--- src/core/psc_cfg.svh ---
`ifndef PSC_CFG_SVH
`define PSC_CFG_SVH

// ==========================================================
// Field positions
`define PSC_CU_LSB      28
`define PSC_CU_MSB      31
`define PSC_RP_BIT      27
`define PSC_FR_BIT      26
`define PSC_RE_BIT      25
`define PSC_MX_BIT      24
`define PSC_PX_BIT      23
`define PSC_BEV_BIT     22
`define PSC_TS_BIT      21
`define PSC_SR_BIT      20
`define PSC_NMI_BIT     19
`define PSC_RSV18_BIT   18
`define PSC_HIM_LSB     10
`define PSC_HIM_MSB     15
`define PSC_SIM_LSB     8
`define PSC_SIM_MSB     9
`define PSC_KX_BIT      7
`define PSC_SX_BIT      6
`define PSC_UX_BIT      5
`define PSC_KSU_LSB     3
`define PSC_KSU_MSB     4
`define PSC_UM_BIT      4

// ==========================================================
// Reset values
`define PSC_BEV_RST     1'b1
`define PSC_TS_RST      1'b0
`define PSC_RP_RST      1'b0
`define PSC_FR_RST      1'b0
`define PSC_CU_RST      4'h0
`define PSC_HIM_RST     6'h00
`define PSC_SIM_RST     2'h0
`define PSC_KSU_RST     2'h0
`define PSC_KSU_RSVD    2'h3

`endif

--- src/core/psc_pkg.sv ---
package psc_pkg;

  typedef enum logic [2:0] {
    PSC_ENTRY_NONE = 3'b001,
    PSC_ENTRY_SOFT = 3'b010,
    PSC_ENTRY_NMI  = 3'b100
  } psc_entry_e;

  typedef enum logic [1:0] {
    PSC_MODE_KERNEL = 2'h0,
    PSC_MODE_SUPER  = 2'h1,
    PSC_MODE_USER   = 2'h2
  } psc_mode_e;

endpackage

--- src/core/psc_irq_gate.sv ---
`timescale 1ns/100ps
`include "psc_cfg.svh"

// ==========================================================
// Interrupt gating: mask mode or priority mode
module psc_irq_gate (
  input  wire logic       clk,
  input  wire logic       rst,
  input  wire logic       eic_mode,
  input  wire logic [5:0] hw_mask,
  input  wire logic [1:0] sw_mask,
  input  wire logic [5:0] hw_req,
  input  wire logic [1:0] sw_req,
  input  wire logic [5:0] eic_level,
  output logic            irq_pending
);

  logic pend_nxt;
  logic pend_r;

  always_comb begin
    if (eic_mode) begin
      // Strictly greater; equal level stays quiet
      pend_nxt = (eic_level > hw_mask);
    end else begin
      pend_nxt = |(hw_req & hw_mask) | |(sw_req & sw_mask);
    end
  end

  always_ff @(posedge clk) begin
    if (rst) begin
      pend_r <= 1'b0;
    end else begin
      pend_r <= pend_nxt;
    end
  end

  assign irq_pending = pend_r;

endmodule

--- src/core/psc_status.sv ---
`timescale 1ns/100ps
`include "psc_cfg.svh"

// Notes on behaviour
// - Coprocessor 0 usable in kernel or debug
// - Coprocessor 1 enable gates all floating point
// - Unconnected coprocessor enables read zero, ignore writes
// - Reduced power resets zero; absent reads zero
// - Wide register mode selects pairing; resets zero
// - Wide mode forced zero without 64-bit unit
// - User mode references use reversed byte order
// - 64-bit-only bits read zero, ignore writes
// - Boot vector select reads zero in reset, bootstrap from first edge after it
// - Multi-match sets flag and machine check
// - Warm restart flag marks soft reset entry
// - NMI flag marks non-maskable entry
// - Bit 18 reads zero
// - Hardware mask bits enable requests
// - Priority mode needs strictly higher request
// - Software masks inert in priority mode
// - Without supervisor, bit 4 sets mode
// - Bit 4 zero kernel, one user
module psc_status #(
  parameter logic [3:0] CU_PRESENT = 4'h3,
  parameter bit         HAS_RP     = 1'b1,
  parameter bit         HAS_FPU64  = 1'b1,
  parameter bit         HAS_RE     = 1'b1,
  parameter bit         HAS_TS     = 1'b1,
  parameter bit         HAS_SUPER  = 1'b1
) (
  input  wire logic        clk,
  input  wire logic        rst,
  input  wire logic        wr_en,
  input  wire logic [31:0] wr_data,
  output logic      [31:0] rd_data,
  input  wire logic        debug_mode,
  input  wire logic        exc_level,
  input  wire logic        soft_reset_entry,
  input  wire logic        nmi_entry,
  input  wire logic        tlb_write,
  input  wire logic        tlb_multi_hit,
  input  wire logic        eic_mode,
  input  wire logic [5:0]  hw_req,
  input  wire logic [1:0]  sw_req,
  input  wire logic [5:0]  eic_level,
  input  wire logic        big_endian_cfg,
  output logic             cop0_ok,
  output logic             cop1_ok,
  output logic             fpr_wide_mode,
  output logic             data_big_endian,
  output logic             boot_vector_select,
  output logic             machine_check,
  output logic             reduced_power,
  output logic [1:0]       base_mode,
  output logic             irq_pending
);

  // ==========================================================
  // Stored fields
  logic [3:0] cu_r, cu_nxt;
  logic       rp_r, rp_nxt;
  logic       fr_r, fr_nxt;
  logic       re_r, re_nxt;
  logic       bev_r, bev_nxt;
  logic       ts_r, ts_nxt;
  logic       sr_r, sr_nxt;
  logic       nmi_r, nmi_nxt;
  logic [5:0] him_r, him_nxt;
  logic [1:0] sim_r, sim_nxt;
  logic [1:0] ksu_r, ksu_nxt;
  logic       mc_r, mc_nxt;
  psc_pkg::psc_entry_e entry;

  always_comb begin
    if (nmi_entry) begin
      entry = psc_pkg::PSC_ENTRY_NMI;
    end else if (soft_reset_entry) begin
      entry = psc_pkg::PSC_ENTRY_SOFT;
    end else begin
      entry = psc_pkg::PSC_ENTRY_NONE;
    end
  end

  // ==========================================================
  // Next state
  // Software write is applied first, hardware events after it
  // Ordering keeps flags set by events from being lost
  always_comb begin
    cu_nxt  = cu_r;
    rp_nxt  = rp_r;
    fr_nxt  = fr_r;
    re_nxt  = re_r;
    bev_nxt = bev_r;
    ts_nxt  = ts_r;
    sr_nxt  = sr_r;
    nmi_nxt = nmi_r;
    him_nxt = him_r;
    sim_nxt = sim_r;
    ksu_nxt = ksu_r;
    mc_nxt  = 1'b0;
    if (wr_en) begin
      // Absent coprocessors keep zero
      cu_nxt  = wr_data[`PSC_CU_MSB:`PSC_CU_LSB] & CU_PRESENT;
      rp_nxt  = wr_data[`PSC_RP_BIT] & HAS_RP;
      fr_nxt  = wr_data[`PSC_FR_BIT] & HAS_FPU64;
      re_nxt  = wr_data[`PSC_RE_BIT] & HAS_RE;
      bev_nxt = wr_data[`PSC_BEV_BIT];
      // A software 0-to-1 write is accepted silently
      ts_nxt  = wr_data[`PSC_TS_BIT] & HAS_TS;
      sr_nxt  = wr_data[`PSC_SR_BIT];
      nmi_nxt = wr_data[`PSC_NMI_BIT];
      him_nxt = wr_data[`PSC_HIM_MSB:`PSC_HIM_LSB];
      sim_nxt = wr_data[`PSC_SIM_MSB:`PSC_SIM_LSB];
      if (HAS_SUPER) begin
        ksu_nxt = wr_data[`PSC_KSU_MSB:`PSC_KSU_LSB];
      end else begin
        ksu_nxt = {wr_data[`PSC_UM_BIT], 1'b0};
      end
    end
    // Hardware events win over a same-cycle software write
    unique case (entry)
      psc_pkg::PSC_ENTRY_SOFT: begin
        sr_nxt  = 1'b1;
        nmi_nxt = 1'b0;
      end
      psc_pkg::PSC_ENTRY_NMI: begin
        sr_nxt  = 1'b0;
        nmi_nxt = 1'b1;
      end
      psc_pkg::PSC_ENTRY_NONE: begin
      end
    endcase
    // Detection only counts on TLB writes
    if (HAS_TS && tlb_multi_hit && tlb_write) begin
      ts_nxt = 1'b1;
      mc_nxt = 1'b1;
    end
  end

  always_ff @(posedge clk) begin
    if (rst) begin
      cu_r  <= `PSC_CU_RST;
      rp_r  <= `PSC_RP_RST;
      fr_r  <= `PSC_FR_RST;
      re_r  <= 1'b0;
      bev_r <= `PSC_BEV_RST;
      ts_r  <= `PSC_TS_RST;
      sr_r  <= 1'b0;
      nmi_r <= 1'b0;
      him_r <= `PSC_HIM_RST;
      sim_r <= `PSC_SIM_RST;
      ksu_r <= `PSC_KSU_RST;
      mc_r  <= 1'b0;
    end else begin
      cu_r  <= cu_nxt;
      rp_r  <= rp_nxt;
      fr_r  <= fr_nxt;
      re_r  <= re_nxt;
      bev_r <= bev_nxt;
      ts_r  <= ts_nxt;
      sr_r  <= sr_nxt;
      nmi_r <= nmi_nxt;
      him_r <= him_nxt;
      sim_r <= sim_nxt;
      ksu_r <= ksu_nxt;
      mc_r  <= mc_nxt;
    end
  end

  // ==========================================================
  // Readback and derived outputs, all registered
  logic [31:0] rd_nxt, rd_r;
  logic        user_now;
  logic        c0_nxt, c1_nxt, end_nxt;
  logic        c0_r, c1_r, end_r;

  always_comb begin
    rd_nxt = 32'h0000_0000;
    rd_nxt[`PSC_CU_MSB:`PSC_CU_LSB]   = cu_nxt;
    rd_nxt[`PSC_RP_BIT]               = rp_nxt;
    rd_nxt[`PSC_FR_BIT]               = fr_nxt;
    rd_nxt[`PSC_RE_BIT]               = re_nxt;
    rd_nxt[`PSC_BEV_BIT]              = bev_nxt;
    rd_nxt[`PSC_TS_BIT]               = ts_nxt;
    rd_nxt[`PSC_SR_BIT]               = sr_nxt;
    rd_nxt[`PSC_NMI_BIT]              = nmi_nxt;
    rd_nxt[`PSC_RSV18_BIT]            = 1'b0;
    rd_nxt[`PSC_HIM_MSB:`PSC_HIM_LSB] = him_nxt;
    rd_nxt[`PSC_SIM_MSB:`PSC_SIM_LSB] = sim_nxt;
    rd_nxt[`PSC_KSU_MSB:`PSC_KSU_LSB] = ksu_nxt;
    // Kernel when base mode is zero or exception level set
    user_now = (ksu_nxt != 2'h0) && !exc_level && !debug_mode;
    c0_nxt   = !user_now || cu_nxt[0];
    c1_nxt   = cu_nxt[1];
    end_nxt  = big_endian_cfg ^ (user_now && ksu_nxt[1] && re_nxt);
  end

  always_ff @(posedge clk) begin
    if (rst) begin
      rd_r  <= 32'h0000_0000;
      c0_r  <= 1'b1;
      c1_r  <= 1'b0;
      end_r <= 1'b0;
    end else begin
      rd_r  <= rd_nxt;
      c0_r  <= c0_nxt;
      c1_r  <= c1_nxt;
      end_r <= end_nxt;
    end
  end

  assign rd_data            = rd_r;
  assign cop0_ok            = c0_r;
  assign cop1_ok            = c1_r;
  assign fpr_wide_mode      = rd_r[`PSC_FR_BIT];
  assign data_big_endian    = end_r;
  assign boot_vector_select = rd_r[`PSC_BEV_BIT];
  assign machine_check      = mc_r;
  assign reduced_power      = rd_r[`PSC_RP_BIT];
  assign base_mode          = rd_r[`PSC_KSU_MSB:`PSC_KSU_LSB];

  // ==========================================================
  // Interrupt gate
  psc_irq_gate u_gate (
    .clk         (clk),
    .rst         (rst),
    .eic_mode    (eic_mode),
    .hw_mask     (him_r),
    .sw_mask     (sim_r),
    .hw_req      (hw_req),
    .sw_req      (sw_req),
    .eic_level   (eic_level),
    .irq_pending (irq_pending)
  );

endmodule

--- config.mk ---
export PLATFORM = sky130hd
export DESIGN_NAME = psc_status
export DESIGN_NICKNAME = d
export VERILOG_FILES = /design/src/core/psc_pkg.sv /design/src/core/psc_irq_gate.sv /design/src/core/psc_status.sv
export VERILOG_INCLUDE_DIRS = /design/src /design/src/core
export SDC_FILE = /design/constraint.sdc
export NUM_CORES = 1
export LEC_CHECK = 0
export BUFFER_PORTS_ARGS = -buffer_cell sky130_fd_sc_hd__buf_4
export CAP_MARGIN = 5
export CORE_UTILIZATION = 39
export CTS_CLUSTER_SIZE = 30
export DETAILED_ROUTE_END_ITERATION = 8
export PLACE_DENSITY = 0.84
export SYNTH_ARGS = -nofsm -noshare
export SYNTH_HDL_FRONTEND = slang
export SYNTH_SLANG_ARGS = --single-unit
--- constraint.sdc ---
create_clock -name clk -period 1.7 [get_ports clk]
set_clock_uncertainty 0.2 [all_clocks]
set_input_delay 0.085 -clock clk [delete_from_list [all_inputs] [get_ports clk]]
set_output_delay 0.085 -clock clk [all_outputs]
set_load 0.01 [all_outputs]
==> results.json <==
{
  "multi_input_comb_area_um2": 567,
  "dr_total_vias": 1224,
  "clock_path_buffers": 2,
  "setup_tns_ns": 0,
  "place_inst": 232,
  "netlist_instances": 131,
  "critical-path-max-stage-delay_ns": 0.59,
  "ys_async_sr_fraction": 0,
  "yosys-top-cells-area": "dfxtp_1 39%, mux2i_1 15%, buf_4 14%",
  "grt_pass1_wl_um": 5350,
  "gr-usage-all-layers": 0.213,
  "holdWs_ns": 0.0394,
  "final_cell_area_um2": 2140,
  "arrival_ns": 1.70,
  "setup_slack_ns": 0.00584,
  "vias_per_cell": 4.40,
  "wire_per_inst_um": 12.3,
  "worstHoldPathType": "input port to register",
  "critPathRequiredTime_ns": 1.71,
  "nNetsFinal": 298,
  "ys.flop_type": "dfxtp_1",
  "placedInstanceArea_um2": 1660,
  "layout-drive-gt1-share": 0.333,
  "die-area_um2": 3380,
  "yosys.area.top_type": "dfxtp_1",
  "crit_slowest_cell": "dlygate4sd3_1",
  "dr.pass1.iters": 4,
  "synth.avg_cell_area_um2": 9.39,
  "h-tree-depth": 1,
  "final_cells": 278,
  "hold_start": "hw_req[4]",
  "final_antenna_net_count": 0,
  "yosysTopAreaCellShare": 0.391,
  "dp_slack_ns": 0.166,
  "first_global_vias": 1213,
  "path_common_cell": "dlygate4sd3_1",
  "rows": 20,
  "cts_tree": "yes",
  "slew_violations": 0,
  "period_share": 0.997,
  "fin_util": 0.707,
  "start_util": 0.406,
  "yosysWarnings": 0,
  "worstSetupEndpointType": "register",
  "worstSetupStartpointType": "input port",
  "path_max_fanout": 2,
  "crit_path_start": "soft_reset_entry",
  "fmax_mhz": 590,
  "synth_most_common_cell": "dfxtp_1",
  "power_density_nw_per_um2": 660,
  "drv_cap": 0,
  "wl_um": 3420,
  "crit_type": "input port to register",
  "first_iter_violations": 40,
  "path_cells": "dlygate4sd3_1, buf_4, a211oi_2, nor3_1, dlygate4sd3_1",
  "syn_area_um2": 1230,
  "area_growth_syn_to_layout_pct": 74.2,
  "antennaDiodeCount": 0,
  "ys_types": 29,
  "antenna_found_initial": 0,
  "fill_cells": 247,
  "cp_top_family": "buffers and inverters",
  "period_minus_slack_ns": 1.69,
  "clk_latency_ns": 0.31,
  "ctsRootBufferMaster": "clkbuf_4",
  "die-height_um": 58.2,
  "portBuffers": 72,
  "ys_seq_area_frac": 0.391,
  "ios": 99,
  "grt.overflow.total": 0,
  "reg2reg_from": "rd_data[20]$_SDFFE_PP0P_",
  "cp.buffers_inverters": 3,
  "die_x_um": 58.2,
  "seq_area_um2": 480,
  "clock_sink_count": 24,
  "power.ir.vdd_worst_v": 0.000375,
  "status": "completed",
  "drc": 0,
  "grt_max_degree": 25,
  "yosys-top-cells-count": "24 x dfxtp_1, 23 x buf_4, 23 x nor2_1",
  "p_leak_nw": 1.08,
  "post_cts_buffers": 0,
  "finalSetupViolCount": 0,
  "synth_edf_count": 0,
  "grt_setup_unrepaired": "false",
  "core_um2": 3030,
  "gp_congestion": 0.760,
  "ys_ff_latch": 24,
  "power.total_mw": 1.41,
  "finalHoldViolCount": 0,
  "cts_made_buffers": 3,
  "dp_hpwl_um": 1980,
  "clk_pin_slew_ns": 0.14
}
## cell type report
cell class / count / area share
Clock buffer: 3 / 0.0105
Clock inverter: 1 / 0.0140
Inverter: 7 / 0.0123
Multi-Input combinational cell: 85 / 0.265
Sequential cell: 24 / 0.224
Tap cell: 44 / 0.0257
Timing Repair Buffer: 114 / 0.449
## cell usage in the layout, fill, tap and decap left out, types with 2 or more instances in the layout
cell type / netlist / layout
a21oi_1: 4 / 4
a22oi_1: 2 / 2
buf_4: 23 / 72
clkbuf_4: 0 / 3
conb_1: 1 / 13
dfxtp_1: 24 / 24
dlygate4sd3_1: 0 / 42
ha_1: 6 / 6
inv_1: 7 / 7
mux2i_1: 18 / 18
nand2_1: 3 / 3
nor2_1: 23 / 23
## logic make-up (layout without fill, tap and decap cells)
kind of cell	after synthesis	after routing	synth area share
AOI/OAI and AO/OA	14	14	0.0865
xor gates and xnor gates	1	1	0.00712
adders and majority gates	6	6	0.0610
buffers and inverters	34	125	0.189
DFF	24	24	0.391
muxes	18	18	0.146
other	1	13	0.00305
and+or+nand+nor	33	33	0.116
## layer usage
metal  up-vias  GRT usage  routed length (µm)
met1       551      0.220                1350
met4         0     0.0782                  51
li1        609          -                   -
met3         8     0.0313                 169
met2        56      0.425                1850
met5         -          0                   0
## final timing paths
kind | depth (start not counted) | slack, ns | endpoint
max | 5 | 0.006 | rd_data[20]$_SDFFE_PP0P_
min | 4 | 0.04 | u_gate.irq_pending$_SDFF_PP0_
max reg2reg | 4 | 0.04 | rd_data[20]$_SDFFE_PP0P_
min reg2reg | 2 | 0.30 | rd_data[22]$_SDFF_PP0_
## what timing repair did
item	4_1_cts	5_1_grt
gates resized for setup	0	1
endpoints found under the setup margin	0	1
hold endpoints to repair	24	0
hold buffers	42	0
## where the power goes
part / internal, mW / switching (mW) / total, mW / leakage, nW
sequential: 0.598 / 0.0265 / 0.624 / 0.199
clock: 0.238 / 0.173 / 0.412 / 0.0279
combinational: 0.231 / 0.147 / 0.378 / 0.858
total: 1.07 / 0.347 / 1.41 / 1.08
## registers in the layout, indices dropped and copies added, names as in the netlist
name                flops
u_gate.irq_pending      1
bev_r                   1
ksu_r                   1
data_big_endian         1
rd_data                10
him_r                   5
cop0_ok                 1
machine_check           1
cu_r                    2
sim_r                   1
## tightest hold or removal path: stages
cell and delay (ns):
buf_4 0.08, a22oi_1 0.05, a311oi_1 0.21, a21o_1 0.11
(Power assumes the default switching activity.)
